[config.mk]
export PLATFORM = sky130hd
export DESIGN_NAME = reset_state_control
export DESIGN_NICKNAME = d
export VERILOG_FILES = /design/src/core/rsc_pkg.sv /design/src/core/reset_state_control.sv
export VERILOG_INCLUDE_DIRS = /design/src /design/src/core
export SDC_FILE = /design/constraint.sdc
export NUM_CORES = 1
export LEC_CHECK = 0
export BUFFER_PORTS_ARGS = -buffer_cell sky130_fd_sc_hd__buf_2
export CELL_PAD_IN_SITES_DETAIL_PLACEMENT = 0
export CELL_PAD_IN_SITES_GLOBAL_PLACEMENT = 2
export CORE_MARGIN = 1.5
export CORE_UTILIZATION = 39
export CTS_BUF_LIST = sky130_fd_sc_hd__clkbuf_2 sky130_fd_sc_hd__clkbuf_4 sky130_fd_sc_hd__clkbuf_8
export DETAILED_ROUTE_END_ITERATION = 6
export PLACE_DENSITY = 0.92
export SETUP_SLACK_MARGIN = 0.1
export SLEW_MARGIN = 20
export SYNTH_ARGS = -nofsm -noshare
export SYNTH_HDL_FRONTEND = slang
export SYNTH_SLANG_ARGS = --single-unit
[constraint.sdc]
create_clock -name pclk -period 3.75 [get_ports pclk]
set_input_delay 0.75 -clock pclk [delete_from_list [all_inputs] [get_ports pclk]]
set_output_delay 0.75 -clock pclk [all_outputs]
set_load 0.05 [all_outputs]
[src/core/rsc_regs.svh]
// constants for the reset state control block: offsets, reset values, timing
// assumes a 100 MHz pclk and a 32-bit apb with byte addresses
`ifndef RSC_REGS_SVH
`define RSC_REGS_SVH

// register byte offsets
`define OFS_PSW        8'h00
`define OFS_STACK      8'h04
`define OFS_LATCH      8'h08
`define OFS_DIR        8'h0c
`define OFS_PU3        8'h10
`define OFS_PULLUP_OPTION_PORT_TWELVE       8'h14
`define OFS_MEMSIZE    8'h18
`define OFS_CTRL       8'h1c
`define OFS_STATUS     8'h20
`define OFS_WAIT       8'h24
`define OFS_PC         8'h28

// reset values
`define RST_PSW        8'h02
`define RST_LATCH      24'h00_0000
`define RST_DIR        24'hff_ffff
`define RST_PU3        8'h00
`define RST_PULLUP_OPTION_PORT_TWELVE       8'h20
`define RST_MEMSIZE    8'hcf
`define RST_WAIT       16'h0010

// field positions
`define CTRL_XTAL_SEL  0
`define CTRL_XTAL_EN   1
`define CTRL_EXT_EN    2
`define ST_SHORT       4
`define ST_PHASE_LO    5
`define ST_KEEP        7
`define SRC_PIN        0
`define SRC_WDT        1
`define SRC_POC        2
`define SRC_LVI        3

// timing: least external reset pulse
`define CLK_PERIOD_NS  10
`define EXT_RST_MIN_NS 10000
`define EXT_RST_MIN_CYC ((`EXT_RST_MIN_NS + `CLK_PERIOD_NS - 1) / `CLK_PERIOD_NS)

`endif

[src/core/rsc_pkg.sv]
// types for the reset state control block
// assumes rsc_regs.svh supplies all numbers
`include "rsc_regs.svh"
package rsc_pkg;
    typedef enum logic [1:0] {
        PH_RUN  = 2'b00,
        PH_HOLD = 2'b01,
        PH_STAB = 2'b10,
        PH_VECT = 2'b11
    } phase_e;

    typedef struct packed {
        logic        psel;
        logic        penable;
        logic        pwrite;
        logic [7:0]  paddr;
        logic [31:0] pwdata;
    } apb_req_s;

    typedef struct packed {
        logic        pready;
        logic        pslverr;
        logic [31:0] prdata;
    } apb_rsp_s;

    typedef struct packed {
        logic cpu_clk_en;
        logic cpu_clk_internal;
        logic xtal_osc_en;
        logic xtal_pins_input;
        logic ext_clk_valid;
        logic ram_access_en;
        logic ram_keep;
        logic poc_en;
        logic lvi_en;
        logic wdt_clear;
        logic pins_hiz;
        logic pc_load;
        logic internal_reset;
    } ctl_s;

    typedef struct packed {
        logic [3:0]  src_m;
        logic [3:0]  src_s;
        logic [3:0]  src_seen;
        logic        short_flag;
        logic        lvi_src;
        logic        keep;
        phase_e      phase;
        logic [15:0] wait_cnt;
        logic [15:0] wait_len;
        logic [15:0] low_cnt;
        logic [15:0] pc;
        logic [15:0] stack_pointer;
        logic [7:0]  program_status_word;
        logic [23:0] port_output_latches;
        logic [23:0] port_direction_regs;
        logic [7:0]  pullup_option_port3;
        logic [7:0]  pullup_option_port_twelve;
        logic [7:0]  memory_size_select;
        logic [2:0]  clk_ctrl;
        apb_rsp_s    rsp;
        ctl_s        ctl;
    } state_s;
endpackage : rsc_pkg

[src/core/reset_state_control.sv]
// reset state control: merges reset sources, sequences hold, stabilization
// wait and vector fetch, and owns the reset-initialised cpu registers
// assumes an apb master on pclk and asynchronous reset source pins
`timescale 1ns/10ps
`default_nettype none
`include "rsc_regs.svh"

module reset_state_control #(
    parameter int MIN_LOW_CYC = `EXT_RST_MIN_CYC
) (
    input  wire logic              pclk,
    input  wire logic              presetn,
    input  wire rsc_pkg::apb_req_s apb_req,
    output var  rsc_pkg::apb_rsp_s apb_rsp,
    input  wire logic              reset_pin_n,
    input  wire logic              wdt_overflow,
    input  wire logic              poc_detect,
    input  wire logic              lvi_detect,
    input  wire logic              standby_mode,
    input  wire logic [15:0]       rom_vector,
    output var  rsc_pkg::ctl_s     ctl,
    output var  logic [15:0]       pc
);
    import rsc_pkg::*;

    state_s s_q;
    state_s s_d;

    ////////////////////////////////////////////////////////////////////////
    // register read mux
    function automatic logic [32:0] reg_read(input state_s s, input logic [7:0] a);
        logic [32:0] r;
        r = 33'h0_0000_0000;
        case (a)
            `OFS_PSW:     r[7:0]  = s.program_status_word;
            `OFS_STACK:   r[15:0] = s.stack_pointer;
            `OFS_LATCH:   r[23:0] = s.port_output_latches;
            `OFS_DIR:     r[23:0] = s.port_direction_regs;
            `OFS_PU3:     r[7:0]  = s.pullup_option_port3;
            `OFS_PULLUP_OPTION_PORT_TWELVE:    r[7:0]  = s.pullup_option_port_twelve;
            `OFS_MEMSIZE: r[7:0]  = s.memory_size_select;
            `OFS_CTRL:    r[2:0]  = s.clk_ctrl;
            `OFS_STATUS: begin
                r[3:0]                         = s.src_seen;
                r[`ST_SHORT]                   = s.short_flag;
                r[`ST_PHASE_LO+1:`ST_PHASE_LO] = s.phase;
                r[`ST_KEEP]                    = s.keep;
            end
            `OFS_WAIT:    r[15:0] = s.wait_len;
            `OFS_PC:      r[15:0] = s.pc;
            default:      r[32]   = 1'b1; // unmapped: error flag
        endcase
        return r;
    endfunction : reg_read

    ////////////////////////////////////////////////////////////////////////
    // next-state logic
    always_comb begin
        logic [3:0]  req;
        logic        any_req;
        logic        access;
        logic        wr;
        logic [32:0] rd;
        logic        held;
        logic        done;
        req     = s_q.src_s;
        any_req = |req;
        access  = apb_req.psel && apb_req.penable && !s_q.rsp.pready;
        // writes land at the edge where the master sees pready
        done    = apb_req.psel && apb_req.penable && s_q.rsp.pready;
        wr      = done && apb_req.pwrite && (s_q.phase == PH_RUN);
        rd      = reg_read(s_q, apb_req.paddr);
        held    = 1'b0;

        s_d = s_q;
        // two-stage synchronisers for the source pins
        s_d.src_m = {lvi_detect, poc_detect, wdt_overflow, ~reset_pin_n};
        s_d.src_s = s_q.src_m;
        s_d.rsp.pready  = 1'b0;
        s_d.rsp.pslverr = 1'b0;

        // sticky source flags, set beats write-one-to-clear
        s_d.src_seen = s_q.src_seen | req;
        if (done && apb_req.pwrite && apb_req.paddr == `OFS_STATUS) begin
            s_d.src_seen   = (s_q.src_seen & ~apb_req.pwdata[3:0]) | req;
            s_d.short_flag = s_q.short_flag & ~apb_req.pwdata[`ST_SHORT];
        end

        // pin pulse width check
        if (req[`SRC_PIN]) begin
            if (s_q.low_cnt != 16'hffff) begin
                s_d.low_cnt = s_q.low_cnt + 16'h0001;
            end
        end else begin
            if (s_q.low_cnt != 16'h0000 && s_q.low_cnt < 16'(MIN_LOW_CYC)) begin
                s_d.short_flag = 1'b1;
            end
            s_d.low_cnt = 16'h0000;
        end

        // apb register writes, only while the cpu runs
        if (wr) begin
            case (apb_req.paddr)
                `OFS_PSW:     s_d.program_status_word       = apb_req.pwdata[7:0];
                `OFS_STACK:   s_d.stack_pointer             = apb_req.pwdata[15:0];
                `OFS_LATCH:   s_d.port_output_latches       = apb_req.pwdata[23:0];
                `OFS_DIR:     s_d.port_direction_regs       = apb_req.pwdata[23:0];
                `OFS_PU3:     s_d.pullup_option_port3       = apb_req.pwdata[7:0];
                `OFS_PULLUP_OPTION_PORT_TWELVE:    s_d.pullup_option_port_twelve = apb_req.pwdata[7:0];
                `OFS_MEMSIZE: s_d.memory_size_select        = apb_req.pwdata[7:0];
                `OFS_CTRL:    s_d.clk_ctrl                  = apb_req.pwdata[2:0];
                `OFS_WAIT:    s_d.wait_len                  = apb_req.pwdata[15:0];
                default: ;
            endcase
        end
        if (access) begin
            s_d.rsp.pready  = 1'b1;
            s_d.rsp.pslverr = rd[32];
            s_d.rsp.prdata  = apb_req.pwrite ? 32'h0000_0000 : rd[31:0];
        end

        // reset sequencer
        s_d.ctl.wdt_clear = 1'b0;
        s_d.ctl.pc_load   = 1'b0;
        case (s_q.phase)
            PH_RUN: begin
                if (any_req) begin
                    s_d.phase     = PH_HOLD;
                    s_d.keep      = standby_mode;
                    s_d.lvi_src   = req[`SRC_LVI];
                    s_d.ctl.wdt_clear = req[`SRC_WDT];
                end
            end
            PH_HOLD: begin
                // reset values; stack pointer and memory left alone
                s_d.program_status_word       = `RST_PSW;
                s_d.port_output_latches       = `RST_LATCH;
                s_d.port_direction_regs       = `RST_DIR;
                s_d.pullup_option_port3       = `RST_PU3;
                s_d.pullup_option_port_twelve = `RST_PULLUP_OPTION_PORT_TWELVE;
                s_d.memory_size_select        = `RST_MEMSIZE;
                s_d.clk_ctrl                  = 3'b000;
                s_d.lvi_src                   = req[`SRC_LVI];
                s_d.ctl.wdt_clear             = req[`SRC_WDT];
                if (!any_req) begin
                    s_d.phase    = PH_STAB;
                    s_d.wait_cnt = 16'h0000;
                end
            end
            PH_STAB: begin
                if (any_req) begin
                    s_d.phase   = PH_HOLD;
                    s_d.lvi_src = req[`SRC_LVI];
                end else if (s_q.wait_cnt + 16'h0001 >= s_q.wait_len) begin
                    s_d.phase = PH_VECT;
                end else begin
                    s_d.wait_cnt = s_q.wait_cnt + 16'h0001;
                end
            end
            PH_VECT: begin
                s_d.pc          = rom_vector;
                s_d.ctl.pc_load = 1'b1;
                s_d.phase       = PH_RUN;
            end
            default: s_d.phase = PH_HOLD;
        endcase

        // control outputs follow the next phase
        held = (s_d.phase == PH_HOLD);
        s_d.ctl.internal_reset   = held;
        s_d.ctl.cpu_clk_en       = (s_d.phase == PH_RUN);
        s_d.ctl.cpu_clk_internal = !s_d.clk_ctrl[`CTRL_XTAL_SEL];
        s_d.ctl.xtal_osc_en      = !held && s_d.clk_ctrl[`CTRL_XTAL_EN];
        s_d.ctl.xtal_pins_input  = held || !s_d.clk_ctrl[`CTRL_XTAL_EN];
        s_d.ctl.ext_clk_valid    = !held && s_d.clk_ctrl[`CTRL_EXT_EN];
        s_d.ctl.ram_access_en    = !held;
        s_d.ctl.ram_keep         = 1'b1;
        s_d.ctl.poc_en           = 1'b1;
        s_d.ctl.lvi_en           = !held || s_d.lvi_src;
        s_d.ctl.pins_hiz         = held || (s_d.phase == PH_STAB);
    end

    ////////////////////////////////////////////////////////////////////////
    // state register
    always_ff @(posedge pclk or negedge presetn) begin
        if (!presetn) begin
            s_q                           <= '0;
            s_q.phase                     <= PH_HOLD;
            s_q.wait_len                  <= `RST_WAIT;
            s_q.program_status_word       <= `RST_PSW;
            s_q.port_direction_regs       <= `RST_DIR;
            s_q.pullup_option_port_twelve <= `RST_PULLUP_OPTION_PORT_TWELVE;
            s_q.memory_size_select        <= `RST_MEMSIZE;
            s_q.ctl.internal_reset        <= 1'b1;
            s_q.ctl.xtal_pins_input       <= 1'b1;
            s_q.ctl.cpu_clk_internal      <= 1'b1;
            s_q.ctl.ram_keep              <= 1'b1;
            s_q.ctl.poc_en                <= 1'b1;
            s_q.ctl.pins_hiz              <= 1'b1;
        end else begin
            s_q <= s_d;
        end
    end

    assign apb_rsp = s_q.rsp;
    assign ctl     = s_q.ctl;
    assign pc      = s_q.pc;
endmodule : reset_state_control
`default_nettype wire

# Yosys cells after proc, flatten, opt, wreduce, memory -nomap -nowiden
# Index checks and enable logic that the tools add are counted.
# classes
n_addsub	2
order_cmp	2
eq_ne	20
n_mux	34
bitwise	7
n_reduce_logical	40
# op_table
operator	n
$mux 83	2
$mux 24	3
$mux 16	4
$pmux 5 s10	1
$pmux 8 s5	1
$mux 34	1
$pmux 3 s11	1
$add 16x1->16 const B	2
$eq 8x5->1 const B	4
$mux 8	4
$pmux 16 s2	1
$eq 8x6->1 const B	3
$mux 18	1
$reduce_and 2->1	9
$eq 8x4->1 const B	2
$ge 16x16->1	1
$lt 16x10->1 const B	1
$ne 16x16->1 const B	1
$pmux 8 s2	1
$reduce_bool 16->1	1
$reduce_bool 2->1	8
$reduce_or 11->1	1
$logic_and 1x1->1	9
$eq 8x3->1 const B	1
23 further kinds	42
# word_totals
reg_bits	225
input_bits	66
out_inout_bits	63
wordCells	138

# Depth between registers and ports, before layout
# depth
depth_word	8
ltp_mapped	17
depth_no_buf	15

# Least setup slack after synthesis
# OpenSTA, ideal clock, no wires.
# synth_timing
path_type	register to register
startpoint	register s_q[194] (netlist name)
endpoint	register, netlist name ctl[9]
setup_ns	0.088
arrival_time_ns	3.224
required_time_ns	3.662
path_slack_ns	0.438
stages_incl_launch_ff	16
n_path_buf	1
cell_sequence	dfrtp_1 -> ha_1 -> and4_1 -> buf_6 -> nand3_4 -> or2_4 -> xnor2_1 -> ha_1 -> o21ai_0 -> nor2_1 -> nor4_1 -> a31oi_1 -> o21ai_0 -> inv_1 -> ha_1 -> or3_1
# synth_lines
item	line_no	rtl
start, declared	reset_state_control.sv:26	state_s s_q;

# Final worst setup path
# layout_timing
startpoint	register s_q[198] (netlist name)
endpoint	register s_q[197] (netlist name)
# layout_via
elab_chain_len	4
# layout_rtl
item	line_no	rtl
$add 16x1->16	reset_state_control.sv:154	end else if (s_q.wait_cnt + 16'h0001 >= s_q.wait_len) begin
$ge 16x16->1	reset_state_control.sv:154	
$ne 2x2->1 (no source line)	--	
$reduce_and 4->1 (no source line)	--	
# No other way between the ends.
# A chain may end at the register's enable or synchronous reset.

==> results.cfg <==
[critical_path]
worst_ep_arrival_time_ns = 3.99
critical-path-max-stage-delay_ns = 0.40
setup.worst_path.class = reg2reg
cp_cell_sequence = and4_4 > and3_1 > and4_2 > nand3_2 > xnor2_2 > ha_1 > a211oi_1 > nor2_1 > nor4_2 > buf_4 > nand4_1 > buf_4 > buf_12 > or4_1 > and3_1
required_ns = 4.18
worst_path_max_delay_cell = sky130_fd_sc_hd__or4_1
endpoint_kind = flip-flop
path_max_fanout = 7
worst_setup_path_start_kind = flip-flop

[logic_synthesis]
ys_async_rst_share_pct = 100.0
synth_flop_cell = sky130_fd_sc_hd__dfrtp_1
postSynthAreaPerCell_um2 = 9.994
synth.lib_cells_used.distinct = 68
post_synth_instance_area_um2 = 10900
post_synth_inst_count = 1091
ys_ff_latch = 217
yosysSeqAreaShare_pct = 50.24
yosys_warnings = 0
netlist_top_cells_area = sky130_fd_sc_hd__dfrtp_1 41%, sky130_fd_sc_hd__dfstp_2 9.2%, sky130_fd_sc_hd__nand2_1 6.4%, sky130_fd_sc_hd__mux2_2 5.4%, sky130_fd_sc_hd__buf_4 4.6%
synthDominantAreaCellType = sky130_fd_sc_hd__dfrtp_1
synth_top_area_share_pct = 41.08
synth_enable_flop_cells = 0

[clocking]
cts-buffers-inserted = 40
cts_tree = done
clock-root-buffer = sky130_fd_sc_hd__clkbuf_8
clock_sinks = 217
clk-insertion-delay-late_ns = 0.54
h-tree-depth = 2
cts_hold_buffers = 0
clk_pin_slew_worst_paths_ns = 0.06
clock_path_buffers = 3

[timing]
hold_violation_count_in_the_final_report = 0
setup_tns_ns = 0
grt_setup_unrepaired = no
period_needed_ns = 3.564
worstMarginPinSlew_ns = 0.8771
relSlewSlack_pct = 41.31
report.final.slew_viol_count = 0
worst_clock_skew_on_the_final_layout_ns = 0.02466
finalCritPeriodShare_pct = 95.04
max_freq_ghz = 0.2806
setup_viol = 0

[final_layout]
final_cells = 1576
finish.utilization_pct = 45.45
stdcell_area_um2 = 12560
signed_area_change_from_the_synthesized_netlist_to_the_final_layout_pct = 15.18
post_route_cells_drive_above_1_share_pct = 28.65
nets = 1253
final_cell_mix = 187 x sky130_fd_sc_hd__nand2_1, 179 x sky130_fd_sc_hd__dfrtp_1, 109 x sky130_fd_sc_hd__buf_2
layout.cells.most_common = sky130_fd_sc_hd__nand2_1

[power]
vdd.ir_drop.worst_mv = 0.3527
p_total_mw = 5.500
power.leakage_nw = 5.806
power_density_nw_per_um2 = 438.0

[routing]
wl_per_cell_um = 18.33
dr_total_vias = 8382
first_pass_iters = 7
vias_per_cell = 5.319
wl_mm = 28.89
drt-initial-drc-count = 677
drt_drc_violations_left = 4
final_antenna_net_count = 0

[min_path]
class_of_the_most_critical_hold_timing_path = in2async

[die]
die_h_um = 170.2
dieArea_um2 = 28970
die-width_um = 170.2
fp-row-count = 61
core_area_um2 = 27630
initial_utilization_pct = 39.46
io_pins = 129

[global_routing]
pin_count_of_the_biggest_net_entering_global_routing = 107
antenna_violations_before_repair = 1
track_usage_pct = 20.31
grt_pass1_wl_mm = 45.44
globalRouteOverflowTotal = 0
grt_pass1_vias = 8114

[run_status]
outcome = finished, violations left
violations = DRC

[placed_design]
final_weighted_congestion_in_routability_driven_placement = 0.9168
port_buffers = 110
placement_stage_cell_area_um2 = 11530
detailed_place_hpwl_mm = 19.88
numPlacedInstances = 1496

[flow_run]
max_cap_viol_count = 0
[per-layer routing]
metal | GRT usage [%] | part of all wire, % | wire length [um] | vias to the layer above
met5 | 0 | 0 | 0 | -
met4 | 6.541 | 2.3 | 674 | 0
met3 | 4.372 | 7.6 | 2187 | 50
met2 | 30.13 | 43 | 12510 | 318
met1 | 29.42 | 47 | 13520 | 4070
li1 | - | - | - | 3944
[cells by family (layout without fill, tap and decap cells)]
family	Yosys count	in the layout	share of synthesized area [%]
buffers and inverters	158	256	8.067
DFF	217	217	50.24
and+or+nand+nor	388	388	17.17
AOI/OAI and AO/OA	206	206	12.52
adders and majority gates	23	23	2.616
muxes	71	71	7.230
xor gates and xnor gates	26	26	2.089
other	2	11	0.06888
[worst paths after layout]
| check | cells past startpoint | start | slack [ns] | to |
|---|---|---|---|---|
| worst min register to register | 0 | s_d[219] | 0.35 | s_q[219] |
| worst min-delay path | 1 | presetn | 0.26 | s_q[165] |
| worst max-delay path | 15 | s_q[198] | 0.19 | s_q[197] |
| max in group asynchronous | 2 | presetn | 2.56 | s_q[210] |
| worst max register to register | 15 | s_q[198] | 0.19 | s_q[197] |
| min in group pclk | 1 | lvi_detect | 0.32 | s_d[222] |
[area by class of cell]
type,instances,area [um^2]
Sequential cell,217,5478
Multi-Input combinational cell,724,4656
Fill cell,2736,15070
Tap cell,378,473.0
Timing Repair Buffer,148,918.4
Antenna cell,1,2.502
Clock inverter,8,82.58
Clock buffer,66,820.8
Inverter,34,127.6
[report_power, final]
group | total [mW] | leakage [nW] | internal [mW] | switching, mW
clock network | 2.48 | 0.471 | 1.46 | 1.02
logic | 0.543 | 2.53 | 0.137 | 0.406
registers | 2.48 | 2.80 | 2.41 | 0.0707
total | 5.50 | 5.81 | 4.01 | 1.49
[sequential cells by signal (all words and copies together) (netlist names)]
name and cells:
ctl 11, apb_rsp 26, s_d 4, s_q 160
pc 16
[synth_stat cells, types with 15 or more instances]
cell type and count:
sky130_fd_sc_hd__nand2_1 187, sky130_fd_sc_hd__dfrtp_1 179, sky130_fd_sc_hd__o21ai_0 80, sky130_fd_sc_hd__buf_4 67
sky130_fd_sc_hd__nand3_1 64, sky130_fd_sc_hd__mux2_2 52, sky130_fd_sc_hd__clkbuf_1 39, sky130_fd_sc_hd__dfstp_2 38
sky130_fd_sc_hd__inv_1 34, sky130_fd_sc_hd__a22oi_1 28, sky130_fd_sc_hd__nor2_1 28, sky130_fd_sc_hd__ha_1 22
sky130_fd_sc_hd__xnor2_1 20, sky130_fd_sc_hd__a21oi_1 19, sky130_fd_sc_hd__mux2i_1 18, sky130_fd_sc_hd__buf_2 15
[through the flow]
stage	worst slack, ns	hold slack, ns
finish	0.1860	0.2567
CTS	0.1145	0.2929
global route	0.06486	0.2999
global placement	0.08250	0.3341
detailed placement	0.01386	0.3347
floorplan	0.4376	0.3312
[what timing repair did]
| action | CTS | global route |
|---|---|---|
| endpoints found under the hold margin | 0 | 0 |
| resized for setup | 3 | 8 |
| setup endpoints to repair | 2 | 15 |
| setup buffers | 0 | 3 |
| pin swaps | 0 | 2 |
| gates cloned | 0 | 2 |
[worst max-delay path, delay by kind of cell, from the launching register on]
| kind | cells | cell delay, ns |
|---|---|---|
| AO/OA/AOI/OAI | 1 | 0.24 |
| XOR/XNOR | 1 | 0.16 |
| adder cells (fa/ha/maj) | 1 | 0.30 |
| buffers and inverters | 3 | 0.49 |
| flip-flops | 1 | 0.36 |
| AND/OR/NAND/NOR | 9 | 1.89 |
Note: power is estimated with default switching activity, not from simulation.
